===== config.mk =====
export PLATFORM = sky130hd
export DESIGN_NAME = zli_framer
export DESIGN_NICKNAME = d
export VERILOG_FILES = /design/src/hdl/zli_pkg.sv /design/src/hdl/zli_framer.sv
export VERILOG_INCLUDE_DIRS = /design/src /design/src/hdl
export SDC_FILE = /design/constraint.sdc
export NUM_CORES = 2
export LEC_CHECK = 0
export BUFFER_PORTS_ARGS = -buffer_cell sky130_fd_sc_hd__buf_4
export CORE_ASPECT_RATIO = 1.25
export CORE_MARGIN = 2
export CORE_UTILIZATION = 57
export DETAILED_ROUTE_END_ITERATION = 7
export PLACE_DENSITY = 0.76
export SYNTH_ARGS = -nofsm -noshare
export SYNTH_HDL_FRONTEND = slang
export SYNTH_SLANG_ARGS = --single-unit

===== constraint.sdc =====
create_clock -name sys_clk -period 16.4 [get_ports sys_clk]
set_input_delay 2.46 -clock sys_clk [delete_from_list [all_inputs] [get_ports sys_clk]]
set_output_delay 2.46 -clock sys_clk [all_outputs]
set_load 0.05 [all_outputs]

===== src/hdl/zli_consts.svh =====
// Purpose: named offsets, field positions and fixed values for the insertion framer
// Assumes: 8-bit register addresses, 32-bit register data
// Notes: included by the framer and the bench
`ifndef ZLI_CONSTS_SVH
`define ZLI_CONSTS_SVH

// ----------------------------------------------------------------
// register offsets
// ----------------------------------------------------------------
`define ZLI_A_CMD 8'h00
`define ZLI_A_MSG 8'h04
`define ZLI_A_TSLO 8'h08
`define ZLI_A_TSHI 8'h0C
`define ZLI_A_LEAD 8'h10
`define ZLI_A_SEQ 8'h14
`define ZLI_A_STAT 8'h18
`define ZLI_A_REJ 8'h1C
`define ZLI_A_SESS 8'h20

// ----------------------------------------------------------------
// command bits and fields
// ----------------------------------------------------------------
`define ZLI_CMD_PUSH 0
`define ZLI_CMD_SEND 1
`define ZLI_CMD_CLR 2
`define ZLI_SEQ_ON_BIT 16
`define ZLI_STAT_BUSY 8
`define ZLI_STAT_FULL 9

// ----------------------------------------------------------------
// frame layout
// ----------------------------------------------------------------
`define ZLI_HDR_LAST 4'h3
`define ZLI_MSG_LAST 4'hB
`define ZLI_HDR_BYTES 16'h0004
`define ZLI_MSG_BYTES 16'h000C
`define ZLI_HDR_VCCV 1'b0
`define ZLI_HDR_EXT 2'b00
`define ZLI_HDR_FLOW 3'b000
`define ZLI_HDR_RSV 1'b0
`define ZLI_MSG_RSV 16'h0000
`define ZLI_NUMSYM_MIN 8'h01
`define ZLI_SESS_RST 16'h0000
`define ZLI_LEAD_RST 32'h0000_0000

`endif


===== src/hdl/zli_pkg.sv =====
// Purpose: types shared by the insertion framer
// Assumes: zli_consts.svh holds the numbers
// Notes: one staged message travels as zli_msg_t
package zli_pkg;

   typedef struct packed {
      logic [7:0] chan;
      logic [7:0] numSym;
      logic [63:0] startTs;
   } zli_msg_t;

   typedef enum logic [1:0] {
      ZLI_IDLE,
      ZLI_HDR,
      ZLI_BODY
   } zli_state_t;

endpackage


===== src/hdl/zli_framer.sv =====
// Purpose: controller-side framer for zero-load insertion packets
// Assumes: tsNow is the local timestamp on sys_clk; seed comes from software
// Notes: byte stream out, one packet per send command, no gaps inside a packet
//
// The implementer's own choices: the address map and strobed register access.
`timescale 1ns/1ps
`include "zli_consts.svh"

module zli_framer
   import zli_pkg::*;
#(
   parameter int MSG_MAX = 16,
   parameter int N_CHAN = 4
) (
   // clock and reset
   input wire logic sys_clk,
   input wire logic rst,
   // software register port
   input wire logic [7:0] regAddr,
   input wire logic [31:0] regWdata,
   input wire logic regWr,
   input wire logic regRd,
   output logic [31:0] regRdata,
   // local timestamp
   input wire logic [63:0] tsNow,
   // packet byte stream to the pseudowire session
   output logic [7:0] txData,
   output logic txValid,
   output logic txLast,
   input wire logic txReady,
   output logic [15:0] txSession
);

   localparam int CW = $clog2(MSG_MAX + 1);
   localparam int IW = (MSG_MAX > 1) ? $clog2(MSG_MAX) : 1;
   localparam int HW = (N_CHAN > 1) ? $clog2(N_CHAN) : 1;

   // ----------------------------------------------------------------
   // parameter check
   // ----------------------------------------------------------------
   if (MSG_MAX < 1 || MSG_MAX > 127 || N_CHAN < 1 || N_CHAN > 256) begin : g_badParam
      $error("zli_framer: MSG_MAX must be 1..127 and N_CHAN 1..256");
   end

   // ----------------------------------------------------------------
   // state
   // ----------------------------------------------------------------
   zli_msg_t q_r [MSG_MAX];
   logic [63:0] lastTs_r [N_CHAN];
   zli_state_t state_r;
   logic [CW-1:0] cnt_r;
   logic [IW-1:0] msgIdx_r;
   logic [3:0] byteIdx_r;
   logic [15:0] msgA_r;
   logic [31:0] tsLo_r;
   logic [31:0] tsHi_r;
   logic [31:0] lead_r;
   logic [15:0] seq_r;
   logic seqOn_r;
   logic [31:0] rej_r;
   logic [15:0] sess_r;
   logic [31:0] rdata_r;
   logic [15:0] pktBytes_r;

   // ----------------------------------------------------------------
   // decode
   // ----------------------------------------------------------------
   wire busy = (state_r != ZLI_IDLE);
   wire full = (cnt_r == CW'(MSG_MAX));
   wire cmdWr = regWr && (regAddr == `ZLI_A_CMD);
   wire pushReq = cmdWr && regWdata[`ZLI_CMD_PUSH];
   wire sendReq = cmdWr && regWdata[`ZLI_CMD_SEND] && !busy && (cnt_r != '0);
   wire clrReq = cmdWr && regWdata[`ZLI_CMD_CLR] && !busy;
   wire [63:0] pushTs = {tsHi_r, tsLo_r};
   wire [7:0] pushChan = msgA_r[7:0];
   wire [7:0] pushSym = msgA_r[15:8];
   // nine bits so that a full set of 256 channels still compares correctly
   wire chanOk = ({1'b0, pushChan} < 9'(N_CHAN));
   wire [HW-1:0] chanIdx = HW'(pushChan);
   wire [63:0] chanLast = chanOk ? lastTs_r[chanIdx] : 64'h0000_0000_0000_0000;
   wire [63:0] earliest = tsNow + {32'h0000_0000, lead_r};
   wire leadOk = (pushTs >= earliest);
   wire orderOk = (pushTs >= chanLast);
   wire symOk = (pushSym >= `ZLI_NUMSYM_MIN);
   wire pushOk = pushReq && !busy && !full && chanOk && leadOk && orderOk && symOk;
   wire pushBad = pushReq && !pushOk;

   // ----------------------------------------------------------------
   // frame bytes
   // ----------------------------------------------------------------
   // header: VCCV, seq-valid, ext header, flow selector, pad; reserved + count; sequence
   wire [31:0] hdrWord = {`ZLI_HDR_VCCV, seqOn_r, `ZLI_HDR_EXT, `ZLI_HDR_FLOW,
                          `ZLI_HDR_RSV, `ZLI_HDR_RSV, 7'(cnt_r), seq_r};
   wire zli_msg_t curMsg = q_r[msgIdx_r];
   wire [95:0] msgBits = {curMsg.chan, curMsg.numSym, curMsg.startTs, `ZLI_MSG_RSV};
   wire [6:0] hdrBase = 7'(5'd24 - {byteIdx_r[2:0], 3'b000});
   wire [6:0] msgBase = 7'(7'd88 - {byteIdx_r, 3'b000});
   wire [7:0] hdrByte = hdrWord[hdrBase[4:0] +: 8];
   wire [7:0] msgByte = msgBits[msgBase +: 8];
   wire lastMsg = (CW'(msgIdx_r) == CW'(cnt_r - 1'b1));
   wire step = txValid && txReady;
   wire hdrEnd = (state_r == ZLI_HDR) && (byteIdx_r == `ZLI_HDR_LAST);
   wire msgEnd = (state_r == ZLI_BODY) && (byteIdx_r == `ZLI_MSG_LAST);

   assign txValid = busy;
   assign txData = (state_r == ZLI_HDR) ? hdrByte : msgByte;
   assign txLast = msgEnd && lastMsg;
   assign txSession = sess_r;
   assign regRdata = rdata_r;

   // ----------------------------------------------------------------
   // frame sequencer
   // ----------------------------------------------------------------
   // once started, a packet runs to its last byte with no idle cycle
   always_ff @(posedge sys_clk or posedge rst) begin
      if (rst) begin
         state_r <= ZLI_IDLE;
         byteIdx_r <= 4'h0;
         msgIdx_r <= '0;
      end else begin
         unique case (state_r)
            ZLI_IDLE: begin
               if (sendReq) begin
                  state_r <= ZLI_HDR;
                  byteIdx_r <= 4'h0;
                  msgIdx_r <= '0;
               end
            end
            ZLI_HDR: begin
               if (step) begin
                  byteIdx_r <= hdrEnd ? 4'h0 : byteIdx_r + 4'h1;
                  if (hdrEnd) begin
                     state_r <= ZLI_BODY;
                  end
               end
            end
            ZLI_BODY: begin
               if (step) begin
                  byteIdx_r <= msgEnd ? 4'h0 : byteIdx_r + 4'h1;
                  if (msgEnd) begin
                     msgIdx_r <= msgIdx_r + 1'b1;
                     if (lastMsg) begin
                        state_r <= ZLI_IDLE;
                     end
                  end
               end
            end
         endcase
      end
   end

   // ----------------------------------------------------------------
   // staging queue
   // ----------------------------------------------------------------
   always_ff @(posedge sys_clk or posedge rst) begin
      if (rst) begin
         cnt_r <= '0;
      end else if (clrReq || (step && txLast)) begin
         cnt_r <= '0;
      end else if (pushOk) begin
         cnt_r <= cnt_r + 1'b1;
      end
   end

   always_ff @(posedge sys_clk) begin
      if (pushOk) begin
         q_r[IW'(cnt_r)] <= '{chan: pushChan, numSym: pushSym, startTs: pushTs};
      end
   end

   // newest start time per channel keeps later pushes in order
   for (genvar c = 0; c < N_CHAN; c++) begin : g_chan
      always_ff @(posedge sys_clk or posedge rst) begin
         if (rst) begin
            lastTs_r[c] <= 64'h0000_0000_0000_0000;
         end else if (pushOk && chanIdx == HW'(c)) begin
            lastTs_r[c] <= pushTs;
         end
      end
   end

   // ----------------------------------------------------------------
   // software registers
   // ----------------------------------------------------------------
   always_ff @(posedge sys_clk or posedge rst) begin
      if (rst) begin
         msgA_r <= 16'h0000;
         tsLo_r <= 32'h0000_0000;
         tsHi_r <= 32'h0000_0000;
         lead_r <= `ZLI_LEAD_RST;
         sess_r <= `ZLI_SESS_RST;
      end else if (regWr) begin
         if (regAddr == `ZLI_A_MSG) msgA_r <= regWdata[15:0];
         if (regAddr == `ZLI_A_TSLO) tsLo_r <= regWdata;
         if (regAddr == `ZLI_A_TSHI) tsHi_r <= regWdata;
         if (regAddr == `ZLI_A_LEAD) lead_r <= regWdata;
         if (regAddr == `ZLI_A_SESS) sess_r <= regWdata[15:0];
      end
   end

   // software seeds the sequence with a random start value
   always_ff @(posedge sys_clk or posedge rst) begin
      if (rst) begin
         seq_r <= 16'h0000;
         seqOn_r <= 1'b0;
      end else if (regWr && regAddr == `ZLI_A_SEQ && !busy) begin
         seq_r <= regWdata[15:0];
         seqOn_r <= regWdata[`ZLI_SEQ_ON_BIT];
      end else if (step && txLast) begin
         seq_r <= seq_r + 16'h0001;
      end
   end

   always_ff @(posedge sys_clk or posedge rst) begin
      if (rst) begin
         rej_r <= 32'h0000_0000;
      end else if (pushBad) begin
         rej_r <= rej_r + 32'h0000_0001;
      end
   end

   wire [31:0] statWord = {22'h00_0000, full, busy, {(8 - CW){1'b0}}, cnt_r};
   wire [31:0] rdMux = (regAddr == `ZLI_A_STAT) ? statWord :
                       (regAddr == `ZLI_A_REJ) ? rej_r :
                       (regAddr == `ZLI_A_LEAD) ? lead_r :
                       (regAddr == `ZLI_A_SEQ) ? {15'h0000, seqOn_r, seq_r} :
                       (regAddr == `ZLI_A_SESS) ? {16'h0000, sess_r} :
                       (regAddr == `ZLI_A_MSG) ? {16'h0000, msgA_r} :
                       (regAddr == `ZLI_A_TSLO) ? tsLo_r :
                       (regAddr == `ZLI_A_TSHI) ? tsHi_r : 32'h0000_0000;

   always_ff @(posedge sys_clk or posedge rst) begin
      if (rst) begin
         rdata_r <= 32'h0000_0000;
      end else begin
         rdata_r <= regRd ? rdMux : 32'h0000_0000;
      end
   end

   // ----------------------------------------------------------------
   // checks
   // ----------------------------------------------------------------
   always_ff @(posedge sys_clk or posedge rst) begin
      if (rst) begin
         pktBytes_r <= 16'h0000;
      end else if (step) begin
         pktBytes_r <= txLast ? 16'h0000 : pktBytes_r + 16'h0001;
      end
   end

   property p_hdrFlags;
      @(posedge sys_clk) disable iff (rst)
      (state_r == ZLI_HDR && byteIdx_r == 4'h0) |-> (txData[7] == 1'b0 && txData[0] == 1'b0);
   endproperty
   a_hdrFlags: assert property (p_hdrFlags) else $error("header flag bit not zero");

   property p_seqFlag;
      @(posedge sys_clk) disable iff (rst)
      (state_r == ZLI_HDR && byteIdx_r == 4'h0) |-> (txData[6] == seqOn_r);
   endproperty
   a_seqFlag: assert property (p_seqFlag) else $error("sequence flag wrong");

   property p_extHdr;
      @(posedge sys_clk) disable iff (rst)
      (state_r == ZLI_HDR && byteIdx_r == 4'h0) |-> (txData[5:4] == 2'b00);
   endproperty
   a_extHdr: assert property (p_extHdr) else $error("extended header not 00");

   property p_count;
      @(posedge sys_clk) disable iff (rst)
      (state_r == ZLI_HDR && byteIdx_r == 4'h1) |-> (txData == {1'b0, 7'(cnt_r)} && cnt_r != '0);
   endproperty
   a_count: assert property (p_count) else $error("message count mismatch");

   property p_length;
      @(posedge sys_clk) disable iff (rst)
      (step && txLast) |->
         (pktBytes_r == 16'(`ZLI_HDR_BYTES + `ZLI_MSG_BYTES * 16'(cnt_r) - 16'h0001));
   endproperty
   a_length: assert property (p_length) else $error("packet length wrong");

   property p_noGap;
      @(posedge sys_clk) disable iff (rst)
      (txValid && !txLast) ##1 1'b1 |-> txValid;
   endproperty
   a_noGap: assert property (p_noGap) else $error("packet broken by idle cycle");

   property p_hold;
      @(posedge sys_clk) disable iff (rst)
      (txValid && !txReady) |=> (txValid && $stable(txData) && $stable(txLast));
   endproperty
   a_hold: assert property (p_hold) else $error("byte changed while stalled");

   property p_symNonzero;
      @(posedge sys_clk) disable iff (rst)
      (state_r == ZLI_BODY && byteIdx_r == 4'h1) |-> (txData != 8'h00);
   endproperty
   a_symNonzero: assert property (p_symNonzero) else $error("zero symbol count sent");

   property p_pad;
      @(posedge sys_clk) disable iff (rst)
      (state_r == ZLI_BODY && byteIdx_r >= 4'hA) |-> (txData == 8'h00);
   endproperty
   a_pad: assert property (p_pad) else $error("reserved pad not zero");

   property p_lead;
      @(posedge sys_clk) disable iff (rst)
      (pushReq && (pushTs < tsNow + {32'h0000_0000, lead_r})) |=>
         (rej_r == $past(rej_r) + 32'h0000_0001);
   endproperty
   a_lead: assert property (p_lead) else $error("message accepted too late");

   property p_order;
      @(posedge sys_clk) disable iff (rst)
      pushOk |=> (lastTs_r[$past(chanIdx)] == $past(pushTs) && cnt_r == $past(cnt_r) + 1'b1);
   endproperty
   a_order: assert property (p_order) else $error("channel order not tracked");

endmodule


== Yosys cells after proc, flatten, opt, wreduce, memory -nomap -nowiden ==
Memory sizes are Yosys's and may differ from the RTL's.
Cells that the tools add are included.

* Shift operators: 2
* Equality and inequality tests: 23
* Add/subtract/negate cells: 9
* Reductions and logical operators: 45
* Bitwise operators: 1
* Order comparisons: 5
* Muxes and demuxes: 36

{| class="wikitable"
|+ Operator list
! operator !! count
|-
| 32-bit 2-to-1 mux || 9
|-
| 64-bit 2-to-1 mux || 3
|-
| 64-bit binary-select mux with 2-bit select || 1
|-
| 64-bit greater-or-equal comparator || 2
|-
| 96-bit by 8-bit variable part select with 8-bit output || 1
|-
| 64-bit by 32-bit adder with 64-bit output || 1
|-
| 32-bit by 1-bit adder with 32-bit output (second input constant) || 1
|-
| 8-bit by 5-bit == test with 1-bit output (second input constant) || 4
|-
| 16-bit 2-to-1 mux || 2
|-
| 32-bit by 6-bit variable part select with 8-bit output || 1
|-
| 4-bit 2-to-1 mux || 7
|-
| 1-bit logical AND || 25
|-
| 16-bit by 1-bit adder with 16-bit output (second input constant) || 1
|-
| 8-bit by 4-bit == test with 1-bit output (second input constant) || 2
|-
| 2-bit 2-to-1 mux || 6
|-
| 2-bit inequality test (second input constant) || 6
|-
| 4-bit case mux with 3 select lines || 1
|-
| 5-bit 2-to-1 mux || 2
|-
| 2-bit AND reduction || 5
|-
| 4-bit by 1-bit adder with 4-bit output (second input constant) || 2
|-
| 8-bit by 3-bit == test with 1-bit output (second input constant) || 1
|-
| 8-bit by 6-bit == test with 1-bit output (second input constant) || 1
|-
| 8-bit by 1-bit greater-or-equal comparator with 1-bit output (second input constant) || 1
|-
| 8-bit zero test || 1
|-
| 25 further kinds || 35
|}

* Logic and storage cells: 139
* Memories kept: 1
* Output and inout bits: 58
* Bits in writable memories: 1,280
* Flip-flop bits (word level): 480
* Bits of input ports: 109

{| class="wikitable"
|+ Memories
! name !! words !! width !! read ports !! clocked after memory_dff !! wr ports !! line !! text
|-
| q_r || 16 || 80 || 1 || 0 || 1 || zli_framer.sv:48 || <nowiki>zli_msg_t q_r [MSG_MAX];</nowiki>
|}

== Depth between registers and ports, before layout ==
* Depth in word-level cells: 11
* Depth in mapped cells: 25
* Gate-level depth less buffers: 22

== Least setup slack after synthesis ==
OpenSTA, ideal clock, no wires.

* Path type: input-to-reg
* Start point: input tsNow[0]
* End point: memory q_r[7][0] (netlist name) (enable)
* Required time: 15.784 ns
* Setup slack: 3.878 ns
* Arrival time: 11.906 ns
* Cell stages on the path: 23
* Path buffers: 2
* Path through: ha_1 -> inv_1 -> fa_1 -> nand2b_1 -> a21oi_1 -> o211ai_1 -> a211oi_1 -> o31ai_1 -> a211oi_2 -> o211ai_2 -> nor4_1 -> xnor2_1 -> ha_1 -> and4_1 -> nand2_1 -> nor3_1 -> and3_1 -> o31ai_1 -> a32oi_1 -> buf_4 -> buf_4 -> nand2_1 -> nor3_1

* Word-level cells in the longest chain between the ends: 7

{| class="wikitable"
|+ RTL lines
! what !! line !! text
|-
| from (decl) || zli_framer.sv:25 || <nowiki>input wire logic [63:0] tsNow,</nowiki>
|-
| 64-bit by 32-bit adder with 64-bit output || zli_framer.sv:81 || <nowiki>wire [63:0] earliest = tsNow + {32'h0000_0000, lead_r};</nowiki>
|-
| 64-bit greater-or-equal comparator || zli_framer.sv:82 || <nowiki>wire leadOk = (pushTs >= earliest);</nowiki>
|-
| 1-bit logical AND (3 in a row) || zli_framer.sv:85 || <nowiki>wire pushOk = pushReq && !busy && !full && chanOk && leadOk && orderOk && symOk;</nowiki>
|-
| 1-bit 2-to-1 mux || zli_framer.sv:166 || <nowiki>if (pushOk) begin</nowiki>
|-
| 1-bit 2-to-1 mux (not written as such) || zli_framer.sv:167 || <nowiki>q_r[IW'(cnt_r)] <= '{chan: pushChan, numSym: pushSym, startTs: pushTs};</nowiki>
|-
| to (decl) || zli_framer.sv:48 ||
|}

Every way passes these cells.

== Final worst setup path ==
* Start point: input tsNow[0]
* End point: memory q_r[7][59] (netlist name) (enable)

Same word-level chain as after synthesis.

==> impl_metrics.csv <==
group,metric,value,unit
run_status,status,"completed",
timing,fin_crit_sh,54.3,%
drt,postRouteAntennaNets,0,
worst_setup_path,r2r_slack,8.00,ns
layout,area_delta_synth_final,11.3,%
global_route,grtUsageTotal,31.6,%
floorplanning,die_h,413,um
worst_setup_path,timing.rr.start,"msgA_r[5]",
placed_design,io_buffers,166,
synth,ys_seq_area_share,66.2,%
drt,drc,0,
hold_path,whs_path_depth,1,
placed_design,gp_congestion,0.971,
synth,ys.flop_type,"edfxtp_1",
worst_setup_path,end_kind,"flop",
worst_setup_path,cp_slowest_cell,"buf_4",
timing,fin_tns_setup,0,ns
clock_network,post_cts_buffers,0,
timing,fmaxAchievable,112,MHz
clock_network,cts.sinks,1760,
power,power_frac_comb,7.2,%
synth,ys_async_sr_fraction,27.3,%
synth,synth_cell_types,78,
synth,syn_area,76200,um2
worst_setup_path,crit_type,"in -> reg",
worst_setup_path,worstSetupStartpointType,"primary input",
floorplanning,fp-row-count,149,
synth,syn_area_per_cell,18.2,um2
hold_path,worstHoldEndpoint,"rej_r[31]",
floorplanning,dieArea,137000,um2
floorplanning,die_w,331,um
clock_network,cts.repair.resized,0,
clock_network,cts_buffer_depth,3,
power,sw_frac_of_total,23.9,%
clock_network,clk_pin_slew,0.06,ns
timing,fin_worst_skew,0.0214,ns
synth,yosysTopAreaCell,"edfxtp_1",
clock_network,cts_hold_buf,0,
worst_setup_path,cp_max_fo,47,
worst_setup_path,path_buf_inv,5,
timing,grt_setup_unrepaired,"no",
timing,relSlewSlack,6.78,%
floorplanning,core,132000,um2
drt,post_drt_via_cell_ratio,6.82,
power,powerDensity,109,nW/um2
power,p_int,7.05,mW
synth,ys_ff_latch,1760,
timing,fin_crit,8.90,ns
drt,wl,211000,um
global_route,first_global_vias,44100,
synth,synthCells,4181,
layout,final_nets,4703,
floorplanning,initial_core_util,57.5,%
layout,drive_gt1_share,30.9,%
clock_network,cts_tree,"yes",
clock_network,cts_buffers,161,
worst_setup_path,r2r_end,"q_r[7][59]",
synth,syn_nets,4465,
power,power.switching,2.22,mW
global_route,grt-ovfl-total,0,
drt,first_iter_violations,5208,
layout,postLayoutCellArea,84800,um2
timing,setup_violations,0,
floorplanning,io_pins,167,
synth,synthTopCellsByCount,"edfxtp_1, dfrtp_1, mux4_2",
synth,synth_edf_count,1280,
synth,ys_top_cells_by_area,"edfxtp_1, dfrtp_1, mux4_2",
global_route,antenna_found_initial,7,
global_route,grt_max_degree,126,
timing,slew_viol_final,0,
worst_setup_path,cpLargestDelayFamily,"compound AO/OA/AOI/OAI gates",
synth,yosysMostFrequentCell,"edfxtp_1",
power,p_seq_share,52.3,%
clock_network,htree_levels,4,
timing,worstMarginPinSlew,1.39,ns
power,p_clk_share,40.4,%
worst_setup_path,crit_required,16.83,ns
worst_setup_path,crit_path_frequent_cell,"buf_4",
placed_design,dp_hpwl,128000,um
run,cap_violations,0,
drt,first_pass_iters,6,
power,leakage,32.1,nW
hold_path,hold_path_class,"reg -> reg",
global_route,grt_pass1_wl,308000,um
placed_design,place_area,79600,um2
clock_network,clock_latency,0.82,ns
worst_setup_path,cp_data_arrival_time,9.33,ns
power,ir_drop,118,uV
synth,yosysTopAreaCellShare,50.5,%
hold_path,min_from,"rej_r[31]",
clock_network,cts-root-buf,"clkbuf_16",
timing,hold_violations,0,
worst_setup_path,cpPeakStageDelay,0.76,ns
drt,wl_per_cell,33.5,um
worst_setup_path,ff2ff_path_depth,16,
synth,ys_warn_count,0,
drt,vias,42900,
## worst max path at each step
stage | startpoint | to | cells past startpoint
5_1_grt | tsNow[0] | q_r[14][2] | 25
3_5_place_dp | tsNow[0] | q_r[13][8] | 23
3_3_place_gp | tsNow[0] | q_r[7][59] | 25
2_1_floorplan | rst | byteIdx_r[0] | 1
6_report | tsNow[0] | q_r[7][59] | 25
4_1_cts | msgIdx_r[0] | txData[6] | 8
## cell families after synthesis
family | after synthesis | synth area share, %
AOI/OAI and AO/OA | 420 | 3.61
xor gates and xnor gates | 104 | 1.20
adders and majority gates | 175 | 2.89
buffers and inverters | 240 | 1.46
DFF | 1760 | 66.2
muxes | 885 | 20.7
and+or+nand+nor | 597 | 3.93
## state kept, by name, indices dropped and copies added (netlist names), 32 cells and up
| register | flops |
|---|---|
| lead_r | 32 |
| regRdata | 32 |
| tsLo_r | 32 |
| rej_r | 32 |
| lastTs_r | 256 |
| q_r | 1280 |
| tsHi_r | 32 |
## power groups by stage
stage               clock (mW)  sequential (mW)  combinational (mW)
floorplan                    0             4.94               0.355
global placement             0             4.94               0.640
detailed placement           0             4.94               0.649
CTS                       3.78             4.85               0.661
global route              3.92             4.85               0.709
finish                    3.75             4.85               0.672
## per-layer routing
| layer | track usage [%] | up-vias | share of wire (%) |
|---|---|---|---|
| met3 | 5.62 | 493 | 9.0 |
| met2 | 52.1 | 2671 | 50 |
| met4 | 13.1 | 2 | 4.8 |
| met1 | 41.8 | 22400 | 36 |
| met5 | 0 | - | 0.0066 |
| li1 | - | 17300 | - |
## area by class of cell
class                      instances  area, um2
sequential                      1760      50500
timing repair buffer             276       2070
antenna                            2       5.00
inverter                          39        154
clock inverter                    81        833
fill                            8797      47600
clock buffer                     214       4350
multi-input combinational       2181      24700
tap                             1736       2170
## stage by stage
step / std cells / setup WS [ns] / total power, mW / hold slack (ns) / util (%)
after global placement: 5992 / 6.93 / 5.58 / 0.459 / 60.1
after floorplan: 4181 / 0.547 / 5.30 / 0.442 / -
final: 6289 / 7.50 / 9.27 / 0.477 / 64.1
after global routing: 6288 / 7.29 / 9.48 / 0.513 / 64.0
after detailed placement: 5992 / 6.82 / 5.59 / 0.466 / 60.1
after CTS: 6287 / 7.62 / 9.29 / 0.475 / 64.0
## layout by cell type (no fill, tap or decap), drive strengths merged, types with 46 or more instances in the layout
cell type  instances
clkbuf           214
nand3             46
nor2              79
and3              48
a21o              46
inv               47
dfrtp            480
buf              276
a21oi            109
ha               174
xor2              61
mux2             386
o21ai            103
mux4             468
edfxtp          1280
nand2            239
clkinv            61
(Power assumes the default switching activity.)
